$ cat config.mk
export PLATFORM = sky130hd
export DESIGN_NAME = vsscc_top
export DESIGN_NICKNAME = d
export VERILOG_FILES = /design/src/vsscc_pkg.sv /design/src/vsscc_top.sv
export VERILOG_INCLUDE_DIRS = /design/src
export SDC_FILE = /design/constraint.sdc
export NUM_CORES = 1
export LEC_CHECK = 0
export ABC_CLOCK_PERIOD_IN_PS = 7680
export BUFFER_PORTS_ARGS = -buffer_cell sky130_fd_sc_hd__buf_4
export CAP_MARGIN = 40
export CORE_MARGIN = 1
export CORE_UTILIZATION = 28
export DETAILED_ROUTE_END_ITERATION = 7
export HOLD_SLACK_MARGIN = 0.15
export PLACE_DENSITY_LB_ADDON = 0.08
export SETUP_SLACK_MARGIN = 0.05
export SYNTH_ARGS = -nofsm -noshare
export SYNTH_HDL_FRONTEND = slang
export SYNTH_SLANG_ARGS = --single-unit
$ cat constraint.sdc
create_clock -name clock -period 7.68 [get_ports clock]
set_clock_uncertainty 0.05 [all_clocks]
set_input_delay 1.536 -clock clock [delete_from_list [all_inputs] [get_ports clock]]
set_output_delay 1.536 -clock clock [all_outputs]
set_load 0.05 [all_outputs]
$ cat src/vsscc_cfg.svh
// constants of the sync, fast-switch and transient improvement configuration bank
// Behaviour
// - vertical-blank stop line changes only when its upper byte is written
// - a programmed stop line survives standard changes until reset
// - stop line defaults to line 21 (525-line) or 23 (625-line)
// - signed 8-bit offset moves embedded F and V lines, standard inputs only
// - signed 8-bit offset moves F relative to V, standard inputs only
// - switch input sampled on sampling-clock rise (bit 0) or fall (bit 1)
// - polarity 0: low selects component, high composite; 1 inverts this
// - 5-bit signed switch delay, +15 to -15, code 10000 gives -26
// - signed composite-to-component delay, +15 to -16, default 0
// - 3-bit signed luma-versus-chroma delay, +3 to -4, default 0
// - 4-bit coring limit in steps of 4, 0 to 60
// - 4-bit transient gain in sixteenths, 0 to 15/16
// - contrast bit 0: gain n/64-1 (n>=64); bit 1: gain n/128
// - contrast range extension touches composite and S-Video only
// - brightness codes 0,1,3,7,F scale composite and S-Video brightness by 1,2,4,8,16
`ifndef VSSCC_CFG_SVH
`define VSSCC_CFG_SVH
// register indices; the byte address is four times the index
`define VSSCC_IDX_VB_LO   6'h24
`define VSSCC_IDX_VB_HI   6'h25
`define VSSCC_IDX_SYNC    6'h26
`define VSSCC_IDX_FV      6'h27
`define VSSCC_IDX_FS_CTL  6'h28
`define VSSCC_IDX_FS_DLY  6'h2a
`define VSSCC_IDX_SC_DLY  6'h2c
`define VSSCC_IDX_CTI_DLY 6'h2d
`define VSSCC_IDX_CTI_CTL 6'h2e
`define VSSCC_IDX_RANGE   6'h2f
// reset values
`define VSSCC_RST_VB_LO   8'h15
`define VSSCC_VB_525      10'h015
`define VSSCC_VB_625      10'h017
`define VSSCC_RST_FS_CTL  8'hcc
// writable bits of the fast-switch control byte
`define VSSCC_FS_CTL_MASK 8'he5
// field positions
`define VSSCC_FS_POL_BIT  0
`define VSSCC_FS_EDGE_BIT 2
`define VSSCC_RNG_CON_BIT 4
// code printed for the most negative switch delay
`define VSSCC_FS_DLY_MIN  6'h26
`define VSSCC_CON_OFFSET  10'h080
`endif

$ cat src/vsscc_pkg.sv
// types of the configuration bank
package vsscc_pkg;
  typedef struct packed {
    logic [7:0] vb_low_r;
    logic [9:0] vb_stop_r;
    logic       vb_user_r;
    logic [7:0] sync_off_r;
    logic [7:0] fv_off_r;
    logic [7:0] fs_ctl_r;
    logic [4:0] fs_dly_r;
    logic [4:0] sc_dly_r;
    logic [2:0] cti_dly_r;
    logic [7:0] cti_ctl_r;
    logic [4:0] range_r;
    logic       ack_r;
    logic [7:0] rdat_r;
    logic       sclk_prev_r;
    logic       fs_samp_r;
    logic       fs_comp_r;
  } vsscc_state_t;
endpackage

$ cat src/vsscc_top.sv
// register bank for vertical blank, embedded sync offsets, fast switch and transient improvement
//
// Local design decision: register access over Wishbone.
`timescale 1ns/1ns
`default_nettype none
`include "vsscc_cfg.svh"
module vsscc_top
  import vsscc_pkg::*;
(
  // clock and reset
  input  wire logic        clock,
  input  wire logic        rst_n,
  // wishbone slave
  input  wire logic        wb_cyc_i,
  input  wire logic        wb_stb_i,
  input  wire logic        wb_we_i,
  input  wire logic [7:0]  wb_adr_i,
  input  wire logic [3:0]  wb_sel_i,
  input  wire logic [31:0] wb_dat_i,
  output logic      [31:0] wb_dat_o,
  output logic             wb_ack_o,
  // video status from the decoder
  input  wire logic        standard_625,
  input  wire logic        standard_lines,
  input  wire logic        component_input,
  input  wire logic [7:0]  contrast_n,
  // fast switch pins
  input  wire logic        sampling_clock,
  input  wire logic        fast_switch_select_input,
  // settings towards the video path
  output logic      [9:0]  vertical_blank_window_stop,
  output logic      [7:0]  embedded_line_offset,
  output logic      [7:0]  embedded_field_offset,
  output logic      [2:0]  fast_switch_mode,
  output logic             select_composite,
  output logic      [5:0]  fast_switch_delay_px,
  output logic      [4:0]  composite_delay_px,
  output logic      [2:0]  chroma_transient_improvement_luma_delay,
  output logic      [5:0]  chroma_transient_improvement_coring,
  output logic      [3:0]  chroma_transient_improvement_gain,
  output logic      [9:0]  contrast_gain_q7,
  output logic      [4:0]  brightness_scale
);

  ////////////////////////////////////////////////////////////////////////////
  // reset release through two flip-flops
  logic rst_s1_r;
  logic rst_s2_r;
  always_ff @(posedge clock or negedge rst_n) begin
    if (!rst_n) begin
      rst_s1_r <= 1'b0;
      rst_s2_r <= 1'b0;
    end else begin
      rst_s1_r <= 1'b1;
      rst_s2_r <= rst_s1_r;
    end
  end

  ////////////////////////////////////////////////////////////////////////////
  // bus decode
  vsscc_state_t st;
  vsscc_state_t nx;
  logic [5:0]   idx;
  logic         req;
  logic         wr;
  logic [7:0]   wd;
  logic [7:0]   rd;

  assign idx = wb_adr_i[7:2];
  assign req = wb_cyc_i & wb_stb_i;
  // a write lands on the edge where the master sees ack
  assign wr  = req & st.ack_r & wb_we_i & wb_sel_i[0];
  assign wd  = wb_dat_i[7:0];

  // read mux; unmapped indices answer zero
  always_comb begin
    case (idx)
      `VSSCC_IDX_VB_LO:   rd = st.vb_low_r;
      `VSSCC_IDX_VB_HI:   rd = {6'h00, st.vb_stop_r[9:8]};
      `VSSCC_IDX_SYNC:    rd = st.sync_off_r;
      `VSSCC_IDX_FV:      rd = st.fv_off_r;
      `VSSCC_IDX_FS_CTL:  rd = st.fs_ctl_r;
      `VSSCC_IDX_FS_DLY:  rd = {3'h0, st.fs_dly_r};
      `VSSCC_IDX_SC_DLY:  rd = {3'h0, st.sc_dly_r};
      `VSSCC_IDX_CTI_DLY: rd = {5'h00, st.cti_dly_r};
      `VSSCC_IDX_CTI_CTL: rd = st.cti_ctl_r;
      `VSSCC_IDX_RANGE:   rd = {3'h0, st.range_r};
      default:            rd = 8'h00;
    endcase
  end

  ////////////////////////////////////////////////////////////////////////////
  // next state
  always_comb begin
    nx = st;
    // ack lasts one cycle, so the master may release on the following edge
    nx.ack_r = req & ~st.ack_r;
    if (req & ~st.ack_r) begin
      nx.rdat_r = rd;
    end
    if (wr) begin
      case (idx)
        `VSSCC_IDX_VB_LO: begin
          nx.vb_low_r = wd;
        end
        `VSSCC_IDX_VB_HI: begin
          nx.vb_stop_r = {wd[1:0], st.vb_low_r};
          nx.vb_user_r = 1'b1;
        end
        `VSSCC_IDX_SYNC:    nx.sync_off_r = wd;
        `VSSCC_IDX_FV:      nx.fv_off_r   = wd;
        `VSSCC_IDX_FS_CTL:  nx.fs_ctl_r   = wd & `VSSCC_FS_CTL_MASK;
        `VSSCC_IDX_FS_DLY:  nx.fs_dly_r   = wd[4:0];
        `VSSCC_IDX_SC_DLY:  nx.sc_dly_r   = wd[4:0];
        `VSSCC_IDX_CTI_DLY: nx.cti_dly_r  = wd[2:0];
        `VSSCC_IDX_CTI_CTL: nx.cti_ctl_r  = wd;
        `VSSCC_IDX_RANGE:   nx.range_r    = wd[4:0];
        default: begin
          nx.rdat_r = st.rdat_r;
        end
      endcase
    end
    // fast switch sampled on the chosen edge of the sampling clock
    nx.sclk_prev_r = sampling_clock;
    if (st.fs_ctl_r[`VSSCC_FS_EDGE_BIT]) begin
      if (st.sclk_prev_r & ~sampling_clock) begin
        nx.fs_samp_r = fast_switch_select_input;
      end
    end else begin
      if (~st.sclk_prev_r & sampling_clock) begin
        nx.fs_samp_r = fast_switch_select_input;
      end
    end
    // polarity maps the sampled level onto the path choice
    nx.fs_comp_r = st.fs_samp_r ^ st.fs_ctl_r[`VSSCC_FS_POL_BIT];
  end

  ////////////////////////////////////////////////////////////////////////////
  // state register
  always_ff @(posedge clock or negedge rst_s2_r) begin
    if (!rst_s2_r) begin
      st           <= '0;
      st.vb_low_r  <= `VSSCC_RST_VB_LO;
      st.vb_stop_r <= `VSSCC_VB_525;
      st.fs_ctl_r  <= `VSSCC_RST_FS_CTL & `VSSCC_FS_CTL_MASK;
    end else begin
      st <= nx;
    end
  end

  ////////////////////////////////////////////////////////////////////////////
  // bus outputs
  assign wb_ack_o = st.ack_r;
  assign wb_dat_o = {24'h000000, st.rdat_r};

  ////////////////////////////////////////////////////////////////////////////
  // vertical blank stop: the standard default follows the line count until
  // software programs it, after which only reset brings the default back
  assign vertical_blank_window_stop = st.vb_user_r ? st.vb_stop_r :
                                      (standard_625 ? `VSSCC_VB_625 : `VSSCC_VB_525);

  // offsets are meaningless for nonstandard line counts, so they are withheld
  assign embedded_line_offset  = standard_lines ? st.sync_off_r : 8'h00;
  assign embedded_field_offset = standard_lines ? st.fv_off_r : 8'h00;

  ////////////////////////////////////////////////////////////////////////////
  // fast switch
  assign fast_switch_mode = st.fs_ctl_r[7:5];
  assign select_composite = st.fs_comp_r;
  // code 10000 keeps its printed value rather than the two's complement -16
  assign fast_switch_delay_px = (st.fs_dly_r == 5'h10) ? `VSSCC_FS_DLY_MIN :
                                {st.fs_dly_r[4], st.fs_dly_r};
  assign composite_delay_px = st.sc_dly_r;

  ////////////////////////////////////////////////////////////////////////////
  // transient improvement
  assign chroma_transient_improvement_luma_delay = st.cti_dly_r;
  assign chroma_transient_improvement_coring = {st.cti_ctl_r[7:4], 2'b00};
  assign chroma_transient_improvement_gain = st.cti_ctl_r[3:0];

  ////////////////////////////////////////////////////////////////////////////
  // contrast gain in 1/128 steps; below n=64 the extended range clamps to 0
  logic       con_ext;
  logic [9:0] con_dbl;
  assign con_ext = ~st.range_r[`VSSCC_RNG_CON_BIT] & ~component_input;
  assign con_dbl = {1'b0, contrast_n, 1'b0};
  always_comb begin
    if (!con_ext) begin
      contrast_gain_q7 = {2'b00, contrast_n};
    end else if (con_dbl < `VSSCC_CON_OFFSET) begin
      contrast_gain_q7 = 10'h000;
    end else begin
      contrast_gain_q7 = con_dbl - `VSSCC_CON_OFFSET;
    end
  end

  // brightness factor; component inputs always run at 1x
  assign brightness_scale = component_input ? 5'h01 :
                            ({1'b0, st.range_r[3:0]} + 5'h01);
endmodule
`default_nettype wire

**Yosys cells after proc, flatten, opt, wreduce, memory -nomap -nowiden**

Cells that the tools add are included.

- Add/subtract/negate cells: 2
- Order comparisons: 1
- Equal/unequal tests: 13
- Multiplexer cells: 15
- Bitwise gates (word level): 14
- Reductions and logical operators: 13

Operator list:

| cell | number |
|---|---|
| $pmux 8 s10 | 1 |
| $eq 6x6->1 const B | 10 |
| $mux 8 | 5 |
| $mux 10 | 3 |
| $reduce_and 2->1 | 11 |
| $reduce_or 10->1 | 1 |
| $sub 9x8->10 const B | 1 |
| $lt 9x8->1 const B | 1 |
| $and 1x1->1 | 8 |
| $mux 6 | 1 |
| $add 4x1->5 const B | 1 |
| $eq 5x5->1 const B | 1 |
| $mux 5 | 1 |
| $not 1->1 | 5 |
| $mux 1 | 3 |
| $mux 2 | 1 |
| $ne 2x1->1 const B | 1 |
| $ne 2x2->1 const B | 1 |
| $reduce_bool 2->1 | 1 |
| $xor 1x1->1 | 1 |

- Flip-flop bits (word level): 80
- Input bits: 62
- Output and inout port bits: 102
- Word-level logic and storage cells: 76

**Depth between registers and ports, before layout**

- Depth in word-level cells: 5
- Gate-level depth with buffers: 7

**Worst setup path before layout**

Ideal clock, no wire load.

- Path type: in2out
- Start: input port component_input
- End: output port contrast_gain_q7[7]
- Arrival: 2.718 ns
- Required time: 6.094 ns
- Slack: 3.376 ns
- Stages: 2
- Buffers on the path: 0
- Cell sequence: nor2_1 > a21boi_0

- Longest elaborated chain between the ends: 3

Ends and longest elaborated chain:

| item | RTL line | text |
|---|---|---|
| start: declaration | vsscc_top.sv:25 | `input wire logic component_input,` |
| $not 1->1 | vsscc_top.sv:185 | `` assign con_ext = ~st.range_r[`VSSCC_RNG_CON_BIT] & ~component_input; `` |
| $and 1x1->1 | vsscc_top.sv:185 |  |
| $mux 10 | vsscc_top.sv:188 | `if (!con_ext) begin` |
| end: declaration | vsscc_top.sv:41 | `output logic [9:0] contrast_gain_q7,` |

Every way passes these cells.

**Worst setup path after layout**

- Start: input port component_input
- End: output port contrast_gain_q7[2]

Same word-level chain as after synthesis.

==> results.md <==
* Unrepaired setup endpoints after global routing: false
* TritonRoute pass-1 iters at 4
* DR vias at about 3.1k
* CP required at 6.09 ns
* Final min period at 4.26 ns
* # diodes at 0
* Most common cell after layout, fill and taps aside: buf_4
* Dpl cells at 663
* WL final at 11800 um
* Routed len/inst at 17.4 um
* Postcts setup bufs at 0
* Post-CTS resize count at 0
* Unique masters post-synth at 54
* CTS Root Cell: clkbuf_16
* Die H at between 100 and 150 um
* Crit path top cell by count: buf_4
* WP data arrival at 2.67 ns
* Critical path buffers and inverters at 2
* CP max stage cell: or2_2
* Crit. End Element: output pin
* Max clock buf depth at 2
* IO buf count at 107
* VDD IR max at between 0.09 and 0.1 mV
* CTS tree: built
* Initial antenna violation count at 0
* Hold crit path type: reg2async
* Die outline area at 16300 um2
* Final Hold Viols at 0
* Vias in the first global route at roughly 3k
* Final non-filler cell total at just under 700
* Least-Margin Pin Slew at 0.840 ns
* Largest net degree at the start of global routing at 62
* Finished Cell Area at 5460 um2
* Placement Rows at 45
* Top delay family on crit path: simple AND/OR/NAND/NOR gates
* Ratio of cells with drive above 1 in the final layout at 42.3%
* Leak Pwr at 2.72 nW
* Clock Latency Late Sink at approximately 0.35 ns
* Vias per Instance at 4.59
* Syn Std Cell Area at 4430 um2
* Hpwl dp at 8640 um
* First-pass GRT wire length at 18000 um
* DRC at 0
* Commonest non-fill, non-tap cells in the layout: buf_4, dfrtp_1, mux2_2
* Met2 usage at 22.3%
* Die span in x at 128 um
* Clock sink count at 80
* Slowest cell delay on critical path at 0.34 ns
* Met3 GRT Util at 4.17%
* CP Class: in2out
* TritonCTS Buffers at 9
* Core box area at between 15000 and 20000 um2
* Period utilization at a little under three fifths
* Antenna viol nets, final at 0
* FFs w/ async S/R, synth at 100%
* Count of pins over their slew limit at 0
* Initial drt markers at 99
* All-Layer GR Usage at 15.1%
* Slew HR at 43.6%
* H-tree levels at 3
* M1 GR Usage at 21.3%
* Status: completed
* Grt peak-use layer: met2
* YS warnings at 0
* Setup TNS at 0 ns
* Achievable frequency at 235 MHz
* Synthesized area per cell at 11.4 um2
* Synth Flop Type: dfrtp_1
* Worst-path clk slew at 0.06 ns
* Placed cell area at 5140 um2
* P&R area growth vs syn at 23.4%
* Final net count at 526
* # setup viols final at 0
* Hold buffer count at cts at 0
* Largest fanout on the critical path at 8
* Yosys reg bits at 80
* Cells after Synth at ~390
* Number of synthesized flops with an enable pin at 0
* Seq/Total Area, Yosys at 45.5%
* Critical path launch point type: primary input
* Starting Density at 28.9%
* CP cell instances: buf_4, or2_2, nor2_1, a22o_1, buf_4
* RePlAce Congestion at 0.703
* Grt ovf at 0
* Pwr Density at 185 nW/um2
* I/O Pins at between 150 and 200
* Max_cap viols at 0
cells by family after synthesis:
kind of cell,after synthesis,synth area share (%)
xor gates and xnor gates,3,0.593
muxes,80,21.0
buffers and inverters,75,11.2
other,2,0.170
and+or+nand+nor,100,13.4
adders and majority gates,1,0.282
AOI/OAI and AO/OA,48,7.91
DFF,80,45.5
through the flow:
step                      power [mW]  setup slack, ns  util (%)  hold WS, ns
after floorplan                0.531             3.38         -        0.281
final                           1.01             3.42      35.7        0.154
after CTS                       1.02             3.44      35.7        0.167
after global placement         0.558             3.44      33.4        0.288
after global routing            1.05             3.32      35.7        0.185
after detailed placement       0.561             3.44      33.6        0.165
final cells by class:
| cell class | instances | area, um2 |
|---|---|---|
| Fill cell | 1586 | 9850 |
| Inverter | 4 | 15.0 |
| Clock inverter | 2 | 35.0 |
| Clock buffer | 14 | 284 |
| Sequential cell | 80 | 2020 |
| Tap cell | 211 | 264 |
| Multi-Input combinational cell | 260 | 2020 |
| Timing Repair Buffer | 108 | 831 |
where the power goes:
part	switching, mW	leakage [nW]	total (mW)	internal (mW)
logic	0.0887	1.50	0.120	0.0316
clock network	0.169	0.159	0.456	0.287
registers	0.00546	1.07	0.432	0.427
metal layers:
metal	part of all wire (%)	routed length [um]	up-vias
met2	44	5230	99
met4	1.2	146	0
met1	49	5850	1561
met3	5.3	626	11
li1	-	-	1444
met5	0	0	-
worst paths after layout:
path / from / end / slack (ns) / cells past startpoint
max: component_input / contrast_gain_q7[2] / 3.42 / 5
min: rst_s2_r / composite_delay_px[4] / 0.15 / 0
max reg2reg: wb_ack_o / st[60] / 5.59 / 4
min reg2reg: rst_s2_r / composite_delay_px[4] / 0.15 / 0
max in group asynchronous: rst_n / rst_s2_r / 6.57 / 1
min in group clock: rst_s1_r / rst_s2_r / 0.31 / 0
cells in the mapped netlist, types with 7 or more instances:
library cell / instances / share of area [%]
mux2i_1: 8 / 1.8
dfrtp_1: 71 / 40
mux2_1: 15 / 3.8
o21ai_0: 7 / 0.79
nor2_1: 19 / 1.6
buf_4: 55 / 9.3
dfstp_2: 9 / 5.3
and2_1: 25 / 3.5
mux2_2: 48 / 12
mux2_4: 8 / 2.7
nand2_1: 20 / 1.7
a22o_1: 12 / 2.4
nand2b_1: 7 / 0.99
clkbuf_1: 9 / 0.76
registers in the layout (all words and copies together) (netlist names):
name and flops:
st 49, rst_s2_r 1, wb_dat_o 8, rst_s1_r 1, wb_ack_o 1, chroma_transient_improvement_luma_delay 3
composite_delay_px 5, chroma_transient_improvement_coring 4, select_composite 1, fast_switch_mode 3, chroma_transient_improvement_gain 4
Note: power is estimated with default switching activity, not from simulation.
